## src/design/pld_regs.vh

```
// Purpose: Offsets, field positions, reset values and constants of the
//          logical device configuration bank.
// Assumes: Included by its bare name from every design file.
// Notes:   Definitions only.
`ifndef PLD_REGS_VH
`define PLD_REGS_VH

// Card-level control offsets
`define PLD_OFS_CFG_CTRL   8'h02
`define PLD_OFS_LDN        8'h07

// Per logical device offsets
`define PLD_OFS_ACTIVATE   8'h30
`define PLD_OFS_RANGE_CHK  8'h31
`define PLD_OFS_BASE0_HI   8'h60
`define PLD_OFS_BASE0_LO   8'h61
`define PLD_OFS_BASE1_HI   8'h62
`define PLD_OFS_BASE1_LO   8'h63
`define PLD_OFS_IRQ_LEVEL  8'h70
`define PLD_OFS_IRQ_TYPE   8'h71
`define PLD_OFS_DMA_FIRST  8'h74
`define PLD_OFS_DMA_SECOND 8'h75

// Field positions
`define PLD_BIT_ACTIVATE   0
`define PLD_BIT_RC_PAT     0
`define PLD_BIT_RC_EN      1
`define PLD_BIT_CFG_RST    0
`define PLD_BIT_HDR_MIDI   0
`define PLD_BIT_HDR_CD     1
`define PLD_BIT_HDR_MODEM  2

// Fixed readbacks and reset values
`define PLD_IRQ_TYPE_VAL   8'h02
`define PLD_DMA_NONE_VAL   8'h04
`define PLD_PAT_ZERO       8'haa
`define PLD_PAT_ONE        8'h55
`define PLD_RST_BYTE       8'h00
`define PLD_RST_BASE       12'h000

// Logical device numbers
`define PLD_LDN_JOY        8'h02
`define PLD_LDN_FIRST_OPT  8'h03

// Decoder sizes
`define PLD_SIZE_JOY       13'h0001
`define PLD_SIZE_MIDI      13'h0002
`define PLD_SIZE_CD0       13'h0008
`define PLD_SIZE_CD1       13'h0004
`define PLD_SIZE_MODEM     13'h0008

// Header capture: edge count after release at which straps are taken
`define PLD_HDR_LOAD_CNT   2'h2

`endif

```

## src/design/pld_range_dec.v

```verilog
// Purpose: One I/O address range decoder.
// Assumes: Base and address are 12-bit ISA I/O addresses.
// Notes:   Purely combinational; a zero base never claims anything.
`include "pld_regs.vh"

module pld_range_dec #(
  parameter [12:0] SIZE = `PLD_SIZE_JOY  // Locations claimed
) (
  input  wire [11:0] base,               // Programmed base
  input  wire [11:0] addr,               // Host I/O address
  output wire        hit                 // Address inside range
);

  wire [12:0] lo_ext;                    // Base widened for carry
  wire [12:0] hi_ext;                    // First location past range
  wire [12:0] ad_ext;                    // Address widened

  assign lo_ext = {1'b0, base};
  assign hi_ext = lo_ext + SIZE;
  assign ad_ext = {1'b0, addr};

  // Zero base disables; range is base up to base plus size minus one
  assign hit = (base != `PLD_RST_BASE) && (ad_ext >= lo_ext) &&
               (ad_ext < hi_ext);

endmodule

```

## src/design/pld_ldev.v

```verilog
// Purpose: Register set of one logical device.
// Assumes: Writes reach it only while its device number is selected.
// Notes:   Optional second base pair and interrupt level by parameter.
`include "pld_regs.vh"

module pld_ldev #(
  parameter HAS_IRQ   = 1,               // Interrupt level register
  parameter HAS_BASE1 = 0                // Second base pair
) (
  input  wire        clk,                // System clock
  input  wire        rst_n,              // Synchronous reset, low
  input  wire        cfg_rst,            // Card configuration reset
  input  wire        sel,                // Device number selected
  input  wire        wr,                 // Register write strobe
  input  wire [7:0]  addr,               // Register offset
  input  wire [7:0]  wdata,              // Write data
  output reg  [7:0]  rd_val,             // Read value at addr
  output wire        act,                // Activate bit
  output wire        rc_en,              // Range check enable
  output wire        rc_pat,             // Range check pattern
  output wire [11:0] base0,              // Decoder 0 base
  output wire [11:0] base1,              // Decoder 1 base
  output wire [7:0]  irq                 // Interrupt level
);

  reg        act_reg;                    // Activate
  reg  [1:0] rc_reg;                     // Range check control
  reg  [3:0] b0h_reg;                    // Base 0 bits 11:8
  reg  [7:0] b0l_reg;                    // Base 0 bits 7:0
  reg  [3:0] b1h_reg;                    // Base 1 bits 11:8
  reg  [7:0] b1l_reg;                    // Base 1 bits 7:0
  reg  [7:0] irq_reg;                    // Interrupt level
  wire       we;                         // Write to this device

  assign we = wr & sel;

  // Register writes; config reset clears only the activate bit
  always @(posedge clk) begin
    if (!rst_n) begin
      act_reg <= 1'b0;
      rc_reg  <= 2'h0;
      b0h_reg <= 4'h0;
      b0l_reg <= `PLD_RST_BYTE;
      b1h_reg <= 4'h0;
      b1l_reg <= `PLD_RST_BYTE;
      irq_reg <= `PLD_RST_BYTE;
    end else begin
      if (cfg_rst)
        act_reg <= 1'b0;
      else if (we && addr == `PLD_OFS_ACTIVATE)
        act_reg <= wdata[`PLD_BIT_ACTIVATE];
      if (we && addr == `PLD_OFS_RANGE_CHK)
        rc_reg <= wdata[1:0];
      if (we && addr == `PLD_OFS_BASE0_HI)
        b0h_reg <= wdata[3:0];
      if (we && addr == `PLD_OFS_BASE0_LO)
        b0l_reg <= wdata;
      if (HAS_BASE1 != 0 && we && addr == `PLD_OFS_BASE1_HI)
        b1h_reg <= wdata[3:0];
      if (HAS_BASE1 != 0 && we && addr == `PLD_OFS_BASE1_LO)
        b1l_reg <= wdata;
      if (HAS_IRQ != 0 && we && addr == `PLD_OFS_IRQ_LEVEL)
        irq_reg <= wdata;
    end
  end

  // Readback; reserved bits and absent registers read zero
  always @* begin
    rd_val = `PLD_RST_BYTE;
    case (addr)
      `PLD_OFS_ACTIVATE:   rd_val = {7'h00, act_reg};
      `PLD_OFS_RANGE_CHK:  rd_val = {6'h00, rc_reg};
      `PLD_OFS_BASE0_HI:   rd_val = {4'h0, b0h_reg};
      `PLD_OFS_BASE0_LO:   rd_val = b0l_reg;
      `PLD_OFS_BASE1_HI:   rd_val = {4'h0, b1h_reg};
      `PLD_OFS_BASE1_LO:   rd_val = b1l_reg;
      `PLD_OFS_IRQ_LEVEL:  rd_val = irq_reg;
      `PLD_OFS_IRQ_TYPE:
        rd_val = (HAS_IRQ != 0) ? `PLD_IRQ_TYPE_VAL : `PLD_RST_BYTE;
      `PLD_OFS_DMA_FIRST:  rd_val = `PLD_DMA_NONE_VAL;
      `PLD_OFS_DMA_SECOND: rd_val = `PLD_DMA_NONE_VAL;
      default:             rd_val = `PLD_RST_BYTE;
    endcase
  end

  assign act    = act_reg;
  assign rc_en  = rc_reg[`PLD_BIT_RC_EN];
  assign rc_pat = rc_reg[`PLD_BIT_RC_PAT];
  assign base0  = {b0h_reg, b0l_reg};
  assign base1  = (HAS_BASE1 != 0) ? {b1h_reg, b1l_reg} : `PLD_RST_BASE;
  assign irq    = (HAS_IRQ != 0) ? irq_reg : `PLD_RST_BYTE;

endmodule

```

## src/design/pld_top.v

```verilog
// Purpose: Configuration bank for the joystick, MIDI UART, CD-ROM and
//          modem logical devices, with their I/O range decoders.
// Assumes: Config port and host I/O strobes are on CLK_SYS; the three
//          presence straps are asynchronous pins.
// Notes:   Decoder selects and range check answers lag the I/O strobe
//          by one cycle so every output comes from a flip-flop.
`include "pld_regs.vh"

// Operation
// - Activate bit zero, per logical device
// - Activate clears on reset and config reset
// - One activate register, chosen by device number
// - Range check bit one enables check
// - Range pattern bit selects AA or 55
// - Base high holds bits 11:8, low 7:0
// - Joystick claims one location, zero disables
// - MIDI claims two locations, zero disables
// - CD first range eight locations
// - CD second range four locations
// - Modem claims eight locations, zero disables
// - MIDI, CD, modem hold interrupt level
// - Interrupt type reads 2 on MIDI, CD, modem (0 on joystick), writes ignored
// - First DMA select reads 4
// - Second DMA select reads 4
// - CD optional, device number 3 or 4
// - Modem optional, device number 3-5
// - MIDI separate only when configured
// - CD presence follows header strap
// - MIDI strap places it at device 3
// - Modem presence follows header strap
module pld_top (
  input  wire        CLK_SYS,            // 20 MHz system clock
  input  wire        RST_N,              // Synchronous reset, low
  input  wire [7:0]  CFG_ADDR,           // Config register offset
  input  wire [7:0]  CFG_WDATA,          // Config write data
  input  wire        CFG_WR,             // Config write strobe
  input  wire        CFG_RD,             // Config read strobe
  output reg  [7:0]  CFG_RDATA,          // Read data, cycle after
  input  wire [2:0]  HDR_STRAP,          // Presence straps, async
  input  wire [11:0] IO_ADDR,            // Host I/O address
  input  wire        IO_RD,              // Host I/O read strobe
  input  wire        IO_WR,              // Host I/O write strobe
  output reg  [7:0]  IO_RDATA,           // Range check pattern
  output reg         IO_RVALID,          // Pattern answer valid
  output reg         JOY_CS,             // Joystick access
  output reg         MIDI_CS,            // MIDI UART access
  output reg         CD_CS0,             // CD first range access
  output reg         CD_CS1,             // CD second range access
  output reg         MODEM_CS,           // Modem access
  output reg  [2:0]  PRESENT,            // Latched presence straps
  output reg  [7:0]  MIDI_IRQ,           // MIDI interrupt level
  output reg  [7:0]  CD_IRQ,             // CD interrupt level
  output reg  [7:0]  MODEM_IRQ           // Modem interrupt level
);

  // Pattern byte for a range check select bit
  function [7:0] rc_byte;
    input pat;
    begin
      rc_byte = pat ? `PLD_PAT_ONE : `PLD_PAT_ZERO;
    end
  endfunction

  reg  [2:0]  hdr_s1_reg;                // Strap sync stage 1
  reg  [2:0]  hdr_s2_reg;                // Strap sync stage 2
  reg  [1:0]  load_cnt_reg;              // Edges since release
  reg  [2:0]  hdr_reg;                   // Latched straps
  reg  [7:0]  ldn_reg;                   // Selected device number
  reg         cfg_rst_reg;               // Config reset pulse
  reg  [7:0]  rd_next;                   // Config read mux
  reg  [7:0]  io_rdata_next;             // Pattern mux
  reg         io_rvalid_next;            // Pattern answer

  wire        midi_pres;                 // MIDI separate device
  wire        cd_pres;                   // CD device present
  wire        modem_pres;                // Modem device present
  wire [7:0]  midi_ldn;                  // MIDI device number
  wire [7:0]  cd_ldn;                    // CD device number
  wire [7:0]  modem_ldn;                 // Modem device number
  wire        sel_joy;                   // Device selects
  wire        sel_midi;
  wire        sel_cd;
  wire        sel_modem;
  wire        io_acc;                    // Any host I/O strobe

  // Per-device register outputs
  wire [7:0]  joy_rd, midi_rd, cd_rd, modem_rd;
  wire        joy_act, midi_act, cd_act, modem_act;
  wire        joy_rce, midi_rce, cd_rce, modem_rce;
  wire        joy_rcp, midi_rcp, cd_rcp, modem_rcp;
  wire [11:0] joy_b0, midi_b0, cd_b0, cd_b1, modem_b0;
  wire [7:0]  midi_irq, cd_irq, modem_irq;

  // Decoder hits
  wire        joy_hit, midi_hit, cd_hit0, cd_hit1, modem_hit;
  wire        cd_hit;

  // Straps cross through two flops before anything reads them
  always @(posedge CLK_SYS) begin
    if (!RST_N) begin
      hdr_s1_reg <= 3'h0;
      hdr_s2_reg <= 3'h0;
    end else begin
      hdr_s1_reg <= HDR_STRAP;
      hdr_s2_reg <= hdr_s1_reg;
    end
  end

  // Capture straps once the sync chain holds the pin value after a
  // hardware or config reset; they stay fixed until the next one
  always @(posedge CLK_SYS) begin
    if (!RST_N) begin
      load_cnt_reg <= 2'h0;
      hdr_reg      <= 3'h0;
    end else if (cfg_rst_reg) begin
      load_cnt_reg <= 2'h0;
    end else if (load_cnt_reg != 2'h3) begin
      load_cnt_reg <= load_cnt_reg + 2'h1;
      if (load_cnt_reg == `PLD_HDR_LOAD_CNT)
        hdr_reg <= hdr_s2_reg;
    end
  end

  assign midi_pres  = hdr_reg[`PLD_BIT_HDR_MIDI];
  assign cd_pres    = hdr_reg[`PLD_BIT_HDR_CD];
  assign modem_pres = hdr_reg[`PLD_BIT_HDR_MODEM];

  // Optional devices take the next free numbers from three upward
  assign midi_ldn  = `PLD_LDN_FIRST_OPT;
  assign cd_ldn    = `PLD_LDN_FIRST_OPT +
                     {7'h00, midi_pres};
  assign modem_ldn = `PLD_LDN_FIRST_OPT + {7'h00, midi_pres} +
                     {7'h00, cd_pres};

  // Absent devices never match, so their registers are unreachable
  assign sel_joy   = (ldn_reg == `PLD_LDN_JOY);
  assign sel_midi  = midi_pres  && (ldn_reg == midi_ldn);
  assign sel_cd    = cd_pres    && (ldn_reg == cd_ldn);
  assign sel_modem = modem_pres && (ldn_reg == modem_ldn);

  // Device number and config reset pulse
  always @(posedge CLK_SYS) begin
    if (!RST_N) begin
      ldn_reg     <= `PLD_RST_BYTE;
      cfg_rst_reg <= 1'b0;
    end else begin
      if (CFG_WR && CFG_ADDR == `PLD_OFS_LDN)
        ldn_reg <= CFG_WDATA;
      cfg_rst_reg <= CFG_WR && (CFG_ADDR == `PLD_OFS_CFG_CTRL) &&
                     CFG_WDATA[`PLD_BIT_CFG_RST];
    end
  end

  // Joystick: no interrupt, single base pair
  pld_ldev #(.HAS_IRQ(0), .HAS_BASE1(0)) u_joy (
    .clk     (CLK_SYS),
    .rst_n   (RST_N),
    .cfg_rst (cfg_rst_reg),
    .sel     (sel_joy),
    .wr      (CFG_WR),
    .addr    (CFG_ADDR),
    .wdata   (CFG_WDATA),
    .rd_val  (joy_rd),
    .act     (joy_act),
    .rc_en   (joy_rce),
    .rc_pat  (joy_rcp),
    .base0   (joy_b0),
    .base1   (),
    .irq     ()
  );

  // MIDI UART as its own device
  pld_ldev #(.HAS_IRQ(1), .HAS_BASE1(0)) u_midi (
    .clk     (CLK_SYS),
    .rst_n   (RST_N),
    .cfg_rst (cfg_rst_reg),
    .sel     (sel_midi),
    .wr      (CFG_WR),
    .addr    (CFG_ADDR),
    .wdata   (CFG_WDATA),
    .rd_val  (midi_rd),
    .act     (midi_act),
    .rc_en   (midi_rce),
    .rc_pat  (midi_rcp),
    .base0   (midi_b0),
    .base1   (),
    .irq     (midi_irq)
  );

  // CD-ROM interface with second base pair
  pld_ldev #(.HAS_IRQ(1), .HAS_BASE1(1)) u_cd (
    .clk     (CLK_SYS),
    .rst_n   (RST_N),
    .cfg_rst (cfg_rst_reg),
    .sel     (sel_cd),
    .wr      (CFG_WR),
    .addr    (CFG_ADDR),
    .wdata   (CFG_WDATA),
    .rd_val  (cd_rd),
    .act     (cd_act),
    .rc_en   (cd_rce),
    .rc_pat  (cd_rcp),
    .base0   (cd_b0),
    .base1   (cd_b1),
    .irq     (cd_irq)
  );

  // Modem
  pld_ldev #(.HAS_IRQ(1), .HAS_BASE1(0)) u_modem (
    .clk     (CLK_SYS),
    .rst_n   (RST_N),
    .cfg_rst (cfg_rst_reg),
    .sel     (sel_modem),
    .wr      (CFG_WR),
    .addr    (CFG_ADDR),
    .wdata   (CFG_WDATA),
    .rd_val  (modem_rd),
    .act     (modem_act),
    .rc_en   (modem_rce),
    .rc_pat  (modem_rcp),
    .base0   (modem_b0),
    .base1   (),
    .irq     (modem_irq)
  );

  // Address range decoders
  pld_range_dec #(.SIZE(`PLD_SIZE_JOY)) u_dec_joy (
    .base (joy_b0),
    .addr (IO_ADDR),
    .hit  (joy_hit)
  );

  pld_range_dec #(.SIZE(`PLD_SIZE_MIDI)) u_dec_midi (
    .base (midi_b0),
    .addr (IO_ADDR),
    .hit  (midi_hit)
  );

  pld_range_dec #(.SIZE(`PLD_SIZE_CD0)) u_dec_cd0 (
    .base (cd_b0),
    .addr (IO_ADDR),
    .hit  (cd_hit0)
  );

  pld_range_dec #(.SIZE(`PLD_SIZE_CD1)) u_dec_cd1 (
    .base (cd_b1),
    .addr (IO_ADDR),
    .hit  (cd_hit1)
  );

  pld_range_dec #(.SIZE(`PLD_SIZE_MODEM)) u_dec_modem (
    .base (modem_b0),
    .addr (IO_ADDR),
    .hit  (modem_hit)
  );

  assign cd_hit = cd_hit0 | cd_hit1;
  assign io_acc = IO_RD | IO_WR;

  // Config read mux; unmapped offsets and absent devices read zero
  always @* begin
    rd_next = `PLD_RST_BYTE;
    if (CFG_ADDR == `PLD_OFS_LDN)
      rd_next = ldn_reg;
    else if (sel_joy)
      rd_next = joy_rd;
    else if (sel_midi)
      rd_next = midi_rd;
    else if (sel_cd)
      rd_next = cd_rd;
    else if (sel_modem)
      rd_next = modem_rd;
  end

  // Range check answer; lowest device number wins an overlap, which
  // is exactly the conflict software is probing for
  always @* begin
    io_rdata_next  = `PLD_RST_BYTE;
    io_rvalid_next = 1'b0;
    if (IO_RD) begin
      if (joy_hit && joy_rce && !joy_act) begin
        io_rdata_next  = rc_byte(joy_rcp);
        io_rvalid_next = 1'b1;
      end else if (midi_pres && midi_hit && midi_rce && !midi_act) begin
        io_rdata_next  = rc_byte(midi_rcp);
        io_rvalid_next = 1'b1;
      end else if (cd_pres && cd_hit && cd_rce && !cd_act) begin
        io_rdata_next  = rc_byte(cd_rcp);
        io_rvalid_next = 1'b1;
      end else if (modem_pres && modem_hit && modem_rce &&
                   !modem_act) begin
        io_rdata_next  = rc_byte(modem_rcp);
        io_rvalid_next = 1'b1;
      end
    end
  end

  // Config read data stands only in the cycle after the strobe
  always @(posedge CLK_SYS) begin
    if (!RST_N)
      CFG_RDATA <= `PLD_RST_BYTE;
    else if (CFG_RD)
      CFG_RDATA <= rd_next;
    else
      CFG_RDATA <= `PLD_RST_BYTE;
  end

  // Registered decoder selects; only active devices claim cycles
  always @(posedge CLK_SYS) begin
    if (!RST_N) begin
      JOY_CS   <= 1'b0;
      MIDI_CS  <= 1'b0;
      CD_CS0   <= 1'b0;
      CD_CS1   <= 1'b0;
      MODEM_CS <= 1'b0;
    end else begin
      JOY_CS   <= io_acc && joy_act && joy_hit;
      MIDI_CS  <= io_acc && midi_pres && midi_act && midi_hit;
      CD_CS0   <= io_acc && cd_pres && cd_act && cd_hit0;
      CD_CS1   <= io_acc && cd_pres && cd_act && cd_hit1;
      MODEM_CS <= io_acc && modem_pres && modem_act &&
                  modem_hit;
    end
  end

  // Range check answer and status outputs
  always @(posedge CLK_SYS) begin
    if (!RST_N) begin
      IO_RDATA  <= `PLD_RST_BYTE;
      IO_RVALID <= 1'b0;
      PRESENT   <= 3'h0;
      MIDI_IRQ  <= `PLD_RST_BYTE;
      CD_IRQ    <= `PLD_RST_BYTE;
      MODEM_IRQ <= `PLD_RST_BYTE;
    end else begin
      IO_RDATA  <= io_rdata_next;
      IO_RVALID <= io_rvalid_next;
      PRESENT   <= hdr_reg;
      MIDI_IRQ  <= midi_irq;
      CD_IRQ    <= cd_irq;
      MODEM_IRQ <= modem_irq;
    end
  end

endmodule

```

## config.mk

```make
export PLATFORM = sky130hd
export DESIGN_NAME = pld_top
export DESIGN_NICKNAME = d
export VERILOG_FILES = /design/src/design/pld_range_dec.v /design/src/design/pld_ldev.v /design/src/design/pld_top.v
export VERILOG_INCLUDE_DIRS = /design/src /design/src/design
export SDC_FILE = /design/constraint.sdc
export NUM_CORES = 1
export LEC_CHECK = 0
export ABC_AREA = 1
export BUFFER_PORTS_ARGS = -buffer_cell sky130_fd_sc_hd__buf_2
export CORE_ASPECT_RATIO = 0.8
export CORE_UTILIZATION = 40
export DETAILED_ROUTE_END_ITERATION = 7
export GPL_TIMING_DRIVEN = 0
export MAX_ROUTING_LAYER = met4
export RECOVER_POWER = 25
export SLEW_MARGIN = 10
export SYNTH_ARGS = -nofsm -noshare
export SYNTH_HDL_FRONTEND = slang
export SYNTH_SLANG_ARGS = --single-unit
```

## constraint.sdc

```tcl
create_clock -name CLK_SYS -period 7.2 [get_ports CLK_SYS]
set_input_delay 0.72 -clock CLK_SYS [delete_from_list [all_inputs] [get_ports CLK_SYS]]
set_output_delay 0.72 -clock CLK_SYS [all_outputs]
set_load 0.01 [all_outputs]
```

==> results of run 1 <==
[stage by stage]
step | std cells | power, W | hold WS (ns) | setup slack [ns] | util (%)
detailed placement | 1910 | 0.00112 | 0.398 | 4.04 | 44.3
global route | 1942 | 0.00209 | 0.434 | 3.71 | 46.4
floorplan | 1475 | 0.00104 | 0.390 | 4.86 | -
CTS | 1942 | 0.00203 | 0.414 | 4.01 | 46.6
finish | 1942 | 0.00202 | 0.411 | 4.03 | 46.4
global placement | 1910 | 0.00112 | 0.399 | 4.05 | 44.3
[cell usage in the layout (no fill, tap or decap), types with 6 or more instances in the layout]
| master | Yosys | routed |
|---|---|---|
| sky130_fd_sc_hd__nand2_1 | 271 | 271 |
| sky130_fd_sc_hd__inv_1 | 202 | 202 |
| sky130_fd_sc_hd__dfxtp_1 | 159 | 159 |
| sky130_fd_sc_hd__nor2_1 | 156 | 156 |
| sky130_fd_sc_hd__a21oi_1 | 126 | 126 |
| sky130_fd_sc_hd__ha_1 | 122 | 122 |
| sky130_fd_sc_hd__o21ai_0 | 106 | 106 |
| sky130_fd_sc_hd__clkbuf_1 | 19 | 63 |
| sky130_fd_sc_hd__nand3_1 | 56 | 56 |
| sky130_fd_sc_hd__buf_2 | 15 | 55 |
| sky130_fd_sc_hd__a211oi_1 | 42 | 42 |
| sky130_fd_sc_hd__xor2_1 | 33 | 33 |
| sky130_fd_sc_hd__o22ai_1 | 26 | 26 |
| sky130_fd_sc_hd__nand4_1 | 22 | 23 |
| sky130_fd_sc_hd__nor3_1 | 20 | 20 |
| sky130_fd_sc_hd__clkbuf_16 | 0 | 17 |
| sky130_fd_sc_hd__a31oi_1 | 9 | 9 |
| sky130_fd_sc_hd__nor2_2 | 9 | 9 |
| sky130_fd_sc_hd__inv_2 | 8 | 8 |
| sky130_fd_sc_hd__nor4_1 | 7 | 7 |
| sky130_fd_sc_hd__nand2_2 | 6 | 6 |
[area by class of cell]
cell class                 instances  area (µm²)
fill                            2653       13600
clock buffer                      17         425
multi-input combinational       1059        6200
sequential                       159        3180
buffer                            45         225
timing repair buffer              84         365
clock inverter                    15         160
inverter                         212         796
tap                              351         439
[worst max-delay path: cells and delay by family (launching register included)]
kind,cells,cell delay [ns]
AND/OR/NAND/NOR,15,1.84
flip-flops,1,0.38
adder cells (fa/ha/maj),1,0.28
AO/OA/AOI/OAI,1,0.25
XOR/XNOR,1,0.16
buffers and inverters,1,0.15
[per-layer routing]
metal	global-route usage, %	vias up
met5	-	-
met4	10.1	0
li1	-	5120
met3	5.34	56
met1	38.1	4735
met2	42.4	358
[logic make-up (layout without fill, tap and decap cells)]
family | Yosys count | in the layout | synth area share, %
adders and majority gates | 122 | 122 | 14.7
DFF | 159 | 159 | 30.6
and+or+nand+nor | 568 | 568 | 23.9
buffers and inverters | 257 | 373 | 9.81
AOI/OAI and AO/OA | 331 | 331 | 17.9
xor gates and xnor gates | 38 | 38 | 3.20
[report_power, final]
group          switching (W)  total [W]  internal (W)  leakage [nW]
sequential        0.00000489   0.000892      0.000888          1.28
combinational       0.000145   0.000210     0.0000648          3.51
clock               0.000403   0.000920      0.000516         0.295
total               0.000553    0.00202       0.00147          5.09
[how the worst max path moves through the flow]
stage               slack (ns)  cells after the start          end
CTS                       4.01                     19  IO_RDATA[5]
detailed placement        4.04                     19  IO_RDATA[5]
global placement          4.05                     19  IO_RDATA[5]
finish                    4.03                     19  IO_RDATA[5]
floorplan                 4.86                     19  IO_RDATA[5]
global route              3.71                     19  IO_RDATA[5]
==> qor.txt, run 1 <==
================================================================================
Outcome                                                             complete, no violations
M1 WL                                                                    16.9 mm
Flop and latch count out of synthesis                                        159
Mean instance size in the synthesized netlist                           7.06 µm²
Yosys synthesis warning count                                                  0
Most repeated cell in the gate-level netlist after synthesis        sky130_fd_sc_hd__nand2_1
Met2 WL                                                                  15.7 mm
Number of rows created at floorplan                                           52
Maximum net fanout on the critical path                                        5
DRC violation total after the first TritonRoute iteration                    835
Total congestion overflow after global routing                                 0
Final clock period utilization by the worst path                           44.1%
Headroom to the max-slew limit                                             24.1%
Initial core utilization                                                   40.9%
Master of the slowest instance on the critical path                 sky130_fd_sc_hd__nor3_1
Tmin final                                                               3.17 ns
Area added between synthesis and finish                                    13.3%
Dpl cell area                                                          11300 µm²
Worst R2R Start                                                     u_cd.b1l_reg[2]
Buffer type at the clock tree root                                  sky130_fd_sc_hd__clkbuf_16
Cell type with the highest aggregate area in the netlist            sky130_fd_sc_hd__dfxtp_1
Vias                                                                       10.3k
Minimum setup slack among reg-to-reg paths                               4.03 ns
Global-route wire length before repair                                   54.5 mm
Non-Filler Cell Area, Final                                            11800 µm²
Number of enable-type register cells in the synthesized netlist                0
Vert. Die Dim                                                             146 µm
Category of the worst setup path capture point                              flop
# H-tree levels                                                                4
Worst path cell trace                                               inv_1, nor3_1, nand3_1, nor2_1, nand4_1, xor2_1, ha_1, nand2_1, nor2_1, nor2_1, nand3_1, nand2_1, nand2_1, nand3_1, nand2_1, nand2_1, nand2_1, nand2_1, a21oi_1
Boundary Pins                                                                 86
Destination of the worst hold path                                  hdr_s2_reg[0]
Leakage power summed over all cells                                      5.09 nW
Main area contributors after synthesis                              sky130_fd_sc_hd__dfxtp_1 31%, sky130_fd_sc_hd__ha_1 15%, sky130_fd_sc_hd__nand2_1 9.8%
Routed wire length                                                       36.1 mm
WS Path Type                                                        flop to flop
Fraction of final layout cells with drive strength greater than 1          8.49%
Maximum single-stage delay on the critical path                          0.42 ns
Fraction of synthesized cell area taken by the top area cell type          30.6%
Post-synth ARST share                                                         0%
Reg2reg path depth                                                            19
Synthesized cell area                                                  10400 µm²
Synthesized instance count                                                  1475
Part of the Yosys area used for sequential elements                        30.6%
Number of nets produced by synthesis                                        1634
Pin count of the biggest net entering global routing                          17
Least-Margin Pin Slew                                                    1.13 ns
Setup repair after global routing missed its margin                           no
Routed wirelength normalized by instance count                           18.6 µm
Std-Cell Core Area                                                     25400 µm²
Detailed-routed wire length on met3                                      2.61 mm
Number of endpoints with negative hold slack in the final report               0
Type of origin of the critical path                                         flop
Hold Path Cell Cnt                                                             2
Clock network latency to the later pin of the worst-skew pair            0.44 ns
Buffers from clock root to sink, at most                                       2
Distinct cell type count after synthesis                                      44
Cell types with the highest counts after synthesis                  271 x sky130_fd_sc_hd__nand2_1, 202 x sky130_fd_sc_hd__inv_1, 159 x sky130_fd_sc_hd__dfxtp_1, 156 x sky130_fd_sc_hd__nor2_1, 126 x sky130_fd_sc_hd__a21oi_1
Reg clk slew, reported paths                                             0.06 ns
Vias in the first global route                                              9294
Final Max Slew Viols                                                           0
Most Frequent Cell on Critical Path                                 sky130_fd_sc_hd__nand2_1
Total power density per cell area                                     171 nW/µm²
Critical path required time                                              7.53 ns
HPWL after detailed placement                                            28.1 mm
Overall fraction of global-route tracks in use                             28.4%
VDD IR-drop max                                                           170 µV
Max-cap violations                                                             0
TritonCTS clock tree                                                        done
Post-DRT Antenna Nets                                                          0
Clock Skew                                                            0.00892 ns
Setup TNS                                                                   0 ns
Average vias per placed instance                                            5.29
Setup violation total in the final timing report                               0
# resized after CTS                                                            0
Capturing point of the worst reg2reg path                            IO_RDATA[5]
Placer congestion estimate                                                  1.02
Hold Buf Count CTS                                                             0
Antenna violations before repair                                               0
CTS sink count                                                               159
Die Footprint                                                          26700 µm²
Beginning of the worst hold path                                    hdr_s1_reg[0]
# diodes                                                                       0
Maximum clock frequency                                                  315 MHz
First drt pass iteration count                                                 7
Die Width                                                                 182 µm
Port buffer count                                                             84
Count of buffers added by post-CTS timing repair for setup                     0
Uppermost layer routed                                                      met4
Prevailing post-synth register cell                                 sky130_fd_sc_hd__dfxtp_1
CP arrival                                                               3.50 ns
Total number of nets in the final design                                    1737
Drt drc                                                                        0
Total CTS buffers                                                             17
Kind of path behind the tightest hold check                         flop to flop
Origin of the worst setup path                                      u_cd.b1l_reg[2]
================================================================================
Note: power is estimated with default switching activity, not from simulation.
==> run 2, diff against run 1 <==
==> constraint.sdc (replaced) <==
create_clock -name CLK_SYS -period 2.7 [get_ports CLK_SYS]
set_input_delay 0.27 -clock CLK_SYS [delete_from_list [all_inputs] [get_ports CLK_SYS]]
set_output_delay 0.27 -clock CLK_SYS [all_outputs]
set_load 0.01 [all_outputs]
==> run 2 against run 1 <==
Compared with the run above: design area grew 3.5%; routed wire length grew 1.1%; largest cell class unchanged; power grew to 2.7 times the previous value; clock skew shrank 0.00057 ns; combinational power grew to 2.7 times the previous value.
==> qor.txt, run 2 (synthesis results as in run 1) <==
================================================================================
Final Max Slew Viols                                                           0   unchanged
Post-DRT Antenna Nets                                                          0   unchanged
Area added between synthesis and finish                                    17.2%
Met1 global-route usage                                                    38.1%   about the same
# diodes                                                                       0   unchanged
Setup repair after global routing missed its margin                          yes
Category of the worst setup path capture point                              flop
Vias in the first global route                                              9371   +0.83%
Overall fraction of global-route tracks in use                             28.5%   +0.14 points
Die Width                                                                 182 µm   unchanged
Cell type group with the largest total delay on the critical path   simple AND/OR/NAND/NOR gates
Headroom to the max-slew limit                                             20.3%   -3.8 points
HPWL after detailed placement                                            28.1 mm   unchanged
Most common cell after layout, fill and taps aside                  sky130_fd_sc_hd__nand2_1
Buffer type at the clock tree root                                  sky130_fd_sc_hd__clkbuf_16
WS Path Type                                                        flop to flop
Vert. Die Dim                                                             146 µm   unchanged
Total power density per cell area                                     442 nW/µm²   +160%
Final Hold Slack                                                       0.0118 ns   -0.399 ns
Global route hottest layer                                                  met2
CTS sink count                                                               159   unchanged
Die Footprint                                                          26700 µm²   unchanged
Total CTS buffers                                                             17   unchanged
Critical path required time                                              3.05 ns   -4.48 ns
Total number of nets in the final design                                    1753   +0.92%
Boundary Pins                                                                 86   unchanged
Capturing point of the worst reg2reg path                            IO_RDATA[5]
CP arrival                                                               2.99 ns   -0.51 ns
Routed wirelength normalized by instance count                           18.7 µm   +0.30%
Beginning of the worst hold path                                    HDR_STRAP[0]
# H-tree levels                                                                4   unchanged
Global-route wire length before repair                                   54.8 mm   +0.54%
Least-Margin Pin Slew                                                    1.19 ns   +0.0569 ns
Master of the slowest instance on the critical path                 sky130_fd_sc_hd__dfxtp_4
Destination of the worst hold path                                  hdr_s1_reg[0]
Reg clk slew, reported paths                                             0.06 ns   about the same
Max-cap violations                                                             0   unchanged
Placer congestion estimate                                                  1.02   unchanged
Vias                                                                       10.4k   +1.1%
Hold Path Cell Cnt                                                             3   +1
Drt drc                                                                        0   unchanged
Leakage power summed over all cells                                      5.24 nW   +2.9%
Kind of path behind the tightest hold check                         input pin to flop
TritonCTS clock tree                                                        done
Worst path cell trace                                               inv_2, nor3_4, nand3_2, nor2_4, nand4_1, xor2_1, ha_1, nand2_1, nor2_1, nor2_1, nand3_2, nand2_4, nand3_2, nand2_1, nand2_1, nand2_1, nand2_1, a21oi_2
Fraction of final layout cells with drive strength greater than 1          12.9%   +4.4 points
Worst R2R Start                                                     u_cd.b1l_reg[4]
Routed wire length                                                       36.6 mm   +1.1%
Clock network latency to the later pin of the worst-skew pair            0.45 ns   about the same
Antenna violations before repair                                               0   unchanged
Buffers & Inverters on Critical Path                                           1   unchanged
Non-Filler Cell Area, Final                                            12200 µm²   +3.5%
Reg2reg path depth                                                            18   -1
Buffers from clock root to sink, at most                                       2   unchanged
Number of rows created at floorplan                                           52   unchanged
Outcome                                                             complete, no violations
Grt met2 use                                                               43.0%   +0.56 points
Total congestion overflow after global routing                                 0   unchanged
Average vias per placed instance                                            5.30   +0.32%
Std-Cell Core Area                                                     25400 µm²   unchanged
VDD IR-drop max                                                           462 µV   +170%
Maximum net fanout on the critical path                                        4   -1
Number of endpoints with negative hold slack in the final report               0   unchanged
Pin count of the biggest net entering global routing                          17   unchanged
Dpl cell area                                                          11300 µm²   unchanged
Tmin final                                                               2.64 ns   -0.538 ns
Commonest cells after routing, fill and taps aside                  266 x sky130_fd_sc_hd__nand2_1, 196 x sky130_fd_sc_hd__inv_1, 147 x sky130_fd_sc_hd__nor2_1, 144 x sky130_fd_sc_hd__dfxtp_1, 122 x sky130_fd_sc_hd__a21oi_1
Setup violation total in the final timing report                               0   unchanged
Port buffer count                                                             84   unchanged
First drt pass iteration count                                                 8   +1
Final clock period utilization by the worst path                           97.7%   +54 points
Maximum single-stage delay on the critical path                          0.36 ns   -0.06 ns
Met3 demand-to-capacity share in global routing                            5.36%   +0.025 points
Clock Skew                                                            0.00835 ns   -0.000570 ns
Most Frequent Cell on Critical Path                                 sky130_fd_sc_hd__nand2_1
Initial core utilization                                                   40.9%   unchanged
Type of origin of the critical path                                         flop
Maximum clock frequency                                                  379 MHz   +20%
DRC violation total after the first TritonRoute iteration                    850   +1.8%
Minimum setup slack among reg-to-reg paths                               0.06 ns   -3.96 ns
================================================================================
run 2: changes by cell type in the layout (fill, tap and decap cells not counted), sizes merged:
cell,change
dlygate4sd3,+2
buf,+14
run 2: layer usage:
layer | up-vias | wire length, µm
met4 | 0 | 957
met3 | 64 | 2370
met2 | 324 | 16000
met1 | 4837 | 17200
met5 | - | 0
li1 | 5162 | -
run 2: layout make-up:
type                       instances  area (µm²)
timing repair buffer             100         492
tap                              351         439
clock inverter                    15         160
sequential                       159        3220
inverter                         212         798
fill                            2633       13200
clock buffer                      17         425
buffer                            45         228
multi-input combinational       1059        6440
run 2: report_power, final:
part	internal [W]	total [W]	switching, W	leakage [nW]
clock network	0.00138	0.00245	0.00108	0.295
registers	0.00236	0.00237	0.0000130	1.29
logic	0.000176	0.000568	0.000392	3.65
run 2: worst max-delay path by stage:
stage,startpoint,endpoint,cells after the start
6_report,u_cd.b1l_reg[4],IO_RDATA[5],18
5_1_grt,u_cd.b1l_reg[4],IO_RDATA[5],18
4_1_cts,u_cd.b0l_reg[3],IO_RDATA[5],18
3_5_place_dp,u_cd.b1l_reg[2],IO_RDATA[5],19
3_3_place_gp,u_cd.b1l_reg[2],IO_RDATA[5],19
2_1_floorplan,u_cd.b1l_reg[2],IO_RDATA[5],19
run 2: tightest hold or removal path, stage by stage:
cell                      delay, ns
sky130_fd_sc_hd__buf_2         0.08
sky130_fd_sc_hd__nand2_1       0.04
sky130_fd_sc_hd__inv_1         0.04
run 2: what timing repair did:
item                                    in CTS  in global routing
endpoints found under the setup margin       4                 17
resized for setup                           35                 47
hold endpoints to repair                     2                  0
setup buffers                                2                 12
hold buffers                                 2                  0
pin swaps                                    7                 22
run 2: per-stage QoR:
step	setup TNS [ns]	cells	power, W	util [%]	setup WS, ns
2_1_floorplan	0	1475	0.00276	-	0.363
3_3_place_gp	-1.38	1910	0.00297	44.3	-0.450
3_5_place_dp	-1.36	1910	0.00299	44.3	-0.460
4_1_cts	0	1946	0.00541	47.1	0.00318
5_1_grt	-0.0927	1958	0.00558	48.0	-0.0741
6_report	0	1958	0.00539	48.0	0.0630
==> run 3, diff against run 2 <==
--- a/config.mk
+++ b/config.mk
@@ -11,7 +11,6 @@
 export CORE_ASPECT_RATIO = 0.8
 export CORE_UTILIZATION = 40
 export DETAILED_ROUTE_END_ITERATION = 7
-export GPL_TIMING_DRIVEN = 0
 export MAX_ROUTING_LAYER = met4
 export RECOVER_POWER = 25
 export SLEW_MARGIN = 10
==> constraint.sdc (replaced) <==
create_clock -name CLK_SYS -period 2.2 [get_ports CLK_SYS]
set_input_delay 0.22 -clock CLK_SYS [delete_from_list [all_inputs] [get_ports CLK_SYS]]
set_output_delay 0.22 -clock CLK_SYS [all_outputs]
set_load 0.01 [all_outputs]
==> run 3 against run 2 <==
Compared with the run above: the flow now finishes with violations (setup timing); largest cell class unchanged; sequential power grew 23%; utilization is 5.1 points higher; clock skew is 0.0030 ns higher; sequential share of layout area is 2.6 points lower; critical endpoint unchanged; design area increased by 11%; largest power group unchanged; combinational power up 38%; power grew 25%; sequential cell count is the same.
==> qor.txt, run 3 (synthesis results as in run 1) <==
================================================================================
Outcome                                                             finished with violations
Violations in the final reports                                     setup timing
Vias in the first global route                                              9919   +5.8%
TritonCTS clock tree                                                        done
Number of filler cells placed in the layout                                 2444   -7.2%
Commonest cells after routing, fill and taps aside                  251 x sky130_fd_sc_hd__nand2_1, 195 x sky130_fd_sc_hd__inv_1, 154 x sky130_fd_sc_hd__buf_4, 142 x sky130_fd_sc_hd__dfxtp_1, 138 x sky130_fd_sc_hd__nor2_1
Uppermost layer routed                                                      met4
Boundary Pins                                                                 86   unchanged
Routed wirelength normalized by instance count                           17.6 µm   -5.9%
Initial core utilization                                                   40.9%   unchanged
WS Path Type                                                        flop to flop
Reg clk slew, reported paths                                             0.07 ns   about the same
Detailed-routed wire length on met3                                      2.63 mm   +11%
DRC violation total after the first TritonRoute iteration                    921   +8.4%
Average vias per placed instance                                            5.16   -2.7%
Total internal power                                                   0.00479 W   +23%
Placer congestion estimate                                                 0.966   -5.3%
Clock Skew                                                             0.0114 ns   +0.00305 ns
Most common cell after layout, fill and taps aside                  sky130_fd_sc_hd__nand2_1
Number of rows created at floorplan                                           52   unchanged
Non-Filler Cell Area, Final                                            13500 µm²   +11%
Maximum net fanout on the critical path                                        3   -1
VDD IR-drop max                                                           555 µV   +20%
Maximum clock frequency                                                  406 MHz   +7.0%
Net switching fraction of the power                                        28.7%   +1.2 points
Dpl cell area                                                          12300 µm²   +9.0%
Global-route wire length before repair                                   55.6 mm   +1.5%
Std-Cell Core Area                                                     25400 µm²   unchanged
Least-Margin Pin Slew                                                    1.02 ns   -0.171 ns
Minimum setup slack among reg-to-reg paths                              -0.26 ns   -0.33 ns
CTS sink count                                                               159   unchanged
Area of the multi-input gates                                           6650 µm²   +3.4%
Part of the power in combinational logic                                   11.6%   +1.1 points
Fraction of final layout cells with drive strength greater than 1          24.8%   +12 points
Final clock period utilization by the worst path                            112%   +14 points
Area added between synthesis and finish                                    29.8%
Die Width                                                                 182 µm   unchanged
Total power density per cell area                                     498 nW/µm²   +13%
Number of endpoints with negative hold slack in the final report               0   unchanged
Storage element area                                                    3220 µm²   unchanged
Overall fraction of global-route tracks in use                             28.2%   -0.33 points
Antenna violations before repair                                               0   unchanged
Vias                                                                       10.7k   +3.0%
Die Footprint                                                          26700 µm²   unchanged
CP arrival                                                               2.79 ns   -0.20 ns
HPWL after detailed placement                                            28.0 mm   -0.39%
Max-cap violations                                                             0   unchanged
Total congestion overflow after global routing                                 0   unchanged
Placed Cells incl. Taps                                                     2020   +5.8%
First drt pass iteration count                                                 6   -2
Total CTS buffers                                                             17   unchanged
Pin count of the biggest net entering global routing                          56   +39
Buffers from clock root to sink, at most                                       2   unchanged
Vert. Die Dim                                                             146 µm   unchanged
Buffer type at the clock tree root                                  sky130_fd_sc_hd__clkbuf_16
Post-DRT Antenna Nets                                                          0   unchanged
Met2 WL                                                                  15.8 mm   -1.2%
Headroom to the max-slew limit                                             32.0%   +12 points
Drt drc                                                                        0   unchanged
Clock network latency to the later pin of the worst-skew pair            0.44 ns   about the same
Critical path required time                                              2.52 ns   -0.53 ns
Port buffer count                                                             85   +1.2%
Category of the worst setup path capture point                              flop
Type of origin of the critical path                                         flop
Tmin final                                                               2.46 ns   -0.173 ns
Final Max Slew Viols                                                           0   unchanged
# H-tree levels                                                                4   unchanged
Clk network pwr share                                                      45.1%   -0.4 points
Kind of path behind the tightest hold check                         input pin to flop
Switching power                                                        0.00193 W   +30%
Final WS setup                                                         -0.264 ns   -0.327 ns
M1 WL                                                                    17.0 mm   -1.5%
Total power draw                                                       0.00672 W   +25%
Routed wire length                                                       36.4 mm   -0.41%
Post-layout utilization of the core                                        53.1%   +5.1 points
Non-filler cells, final                                                     2073   +5.9%
Portion of total power attributed to sequential cells                      43.3%   -0.7 points
Setup violation total in the final timing report                               6   +6
Leakage power summed over all cells                                      6.10 nW   +16%
Setup TNS                                                              -0.978 ns   -0.978 ns
Total number of nets in the final design                                    1866   +6.4%
Setup repair after global routing missed its margin                          yes
================================================================================
run 3: cell type report:
type	count	area share (%)
sequential	159	23.9
clock buffer	17	3.15
antenna	2	0.0371
clock inverter	15	1.22
timing repair buffer	257	13.3
inverter	212	5.91
multi-input combinational	1060	49.3
tap	351	3.25
run 3: through the flow:
step	hold WS (ns)	worst slack, ns
floorplan	0.318	-0.0467
global placement	0.395	-0.192
detailed placement	0.411	-0.265
CTS	0.0832	-0.190
global route	0.108	-0.439
finish	0.0956	-0.264
run 3: metal layers:
metal  global-route usage, %  up-vias
met5                       -        -
met4                    8.87        0
met3                    6.61       55
met2                    41.9      339
met1                    37.7     4914
li1                        -     5393
run 3: path summary, 6_finish.rpt:
| check | start | end | cells after the start |
|---|---|---|---|
| max reg2reg | u_cd.b1l_reg[4] | IO_RDATA[5] | 19 |
| max | u_cd.b1l_reg[4] | IO_RDATA[5] | 19 |
| min reg2reg | hdr_s1_reg[1] | hdr_s2_reg[1] | 2 |
| min | CFG_ADDR[1] | cfg_rst_reg | 3 |
run 3: worst max-delay path, cell delays in order, from the launching register on:
cell and delay [ns]:
sky130_fd_sc_hd__dfxtp_2 0.34, sky130_fd_sc_hd__inv_2 0.05, sky130_fd_sc_hd__nor3_4 0.20, sky130_fd_sc_hd__nand3_2 0.14, sky130_fd_sc_hd__nor2_4 0.14, sky130_fd_sc_hd__nand4_1 0.11, sky130_fd_sc_hd__xor2_1 0.17, sky130_fd_sc_hd__ha_1 0.27
sky130_fd_sc_hd__nand2_1 0.08, sky130_fd_sc_hd__nor2_1 0.06, sky130_fd_sc_hd__nor2_1 0.13, sky130_fd_sc_hd__nand3_2 0.13, sky130_fd_sc_hd__nand2_2 0.13, sky130_fd_sc_hd__nand2_4 0.07, sky130_fd_sc_hd__nand3_2 0.08, sky130_fd_sc_hd__nand2_1 0.05
sky130_fd_sc_hd__nand2_1 0.05, sky130_fd_sc_hd__nand2_1 0.07, sky130_fd_sc_hd__nand2_2 0.06, sky130_fd_sc_hd__a21oi_2 0.04
run 3: power by group through the flow:
stage               sequential [W]  clock (W)  combinational (W)
detailed placement         0.00298          0           0.000722
floorplan                  0.00298          0           0.000406
finish                     0.00291    0.00303           0.000782
global placement           0.00298          0           0.000708
CTS                        0.00291    0.00307           0.000740
global route               0.00291    0.00317           0.000872
run 3: what timing repair did:
| item | CTS | global route |
|---|---|---|
| hold endpoints to repair | 3 | 0 |
| setup endpoints to repair | 15 | 37 |
| cloned | 0 | 1 |
| resized for setup | 60 | 82 |
| hold buffers | 3 | 0 |
| setup buffers | 13 | 6 |
| pin swaps | 47 | 55 |
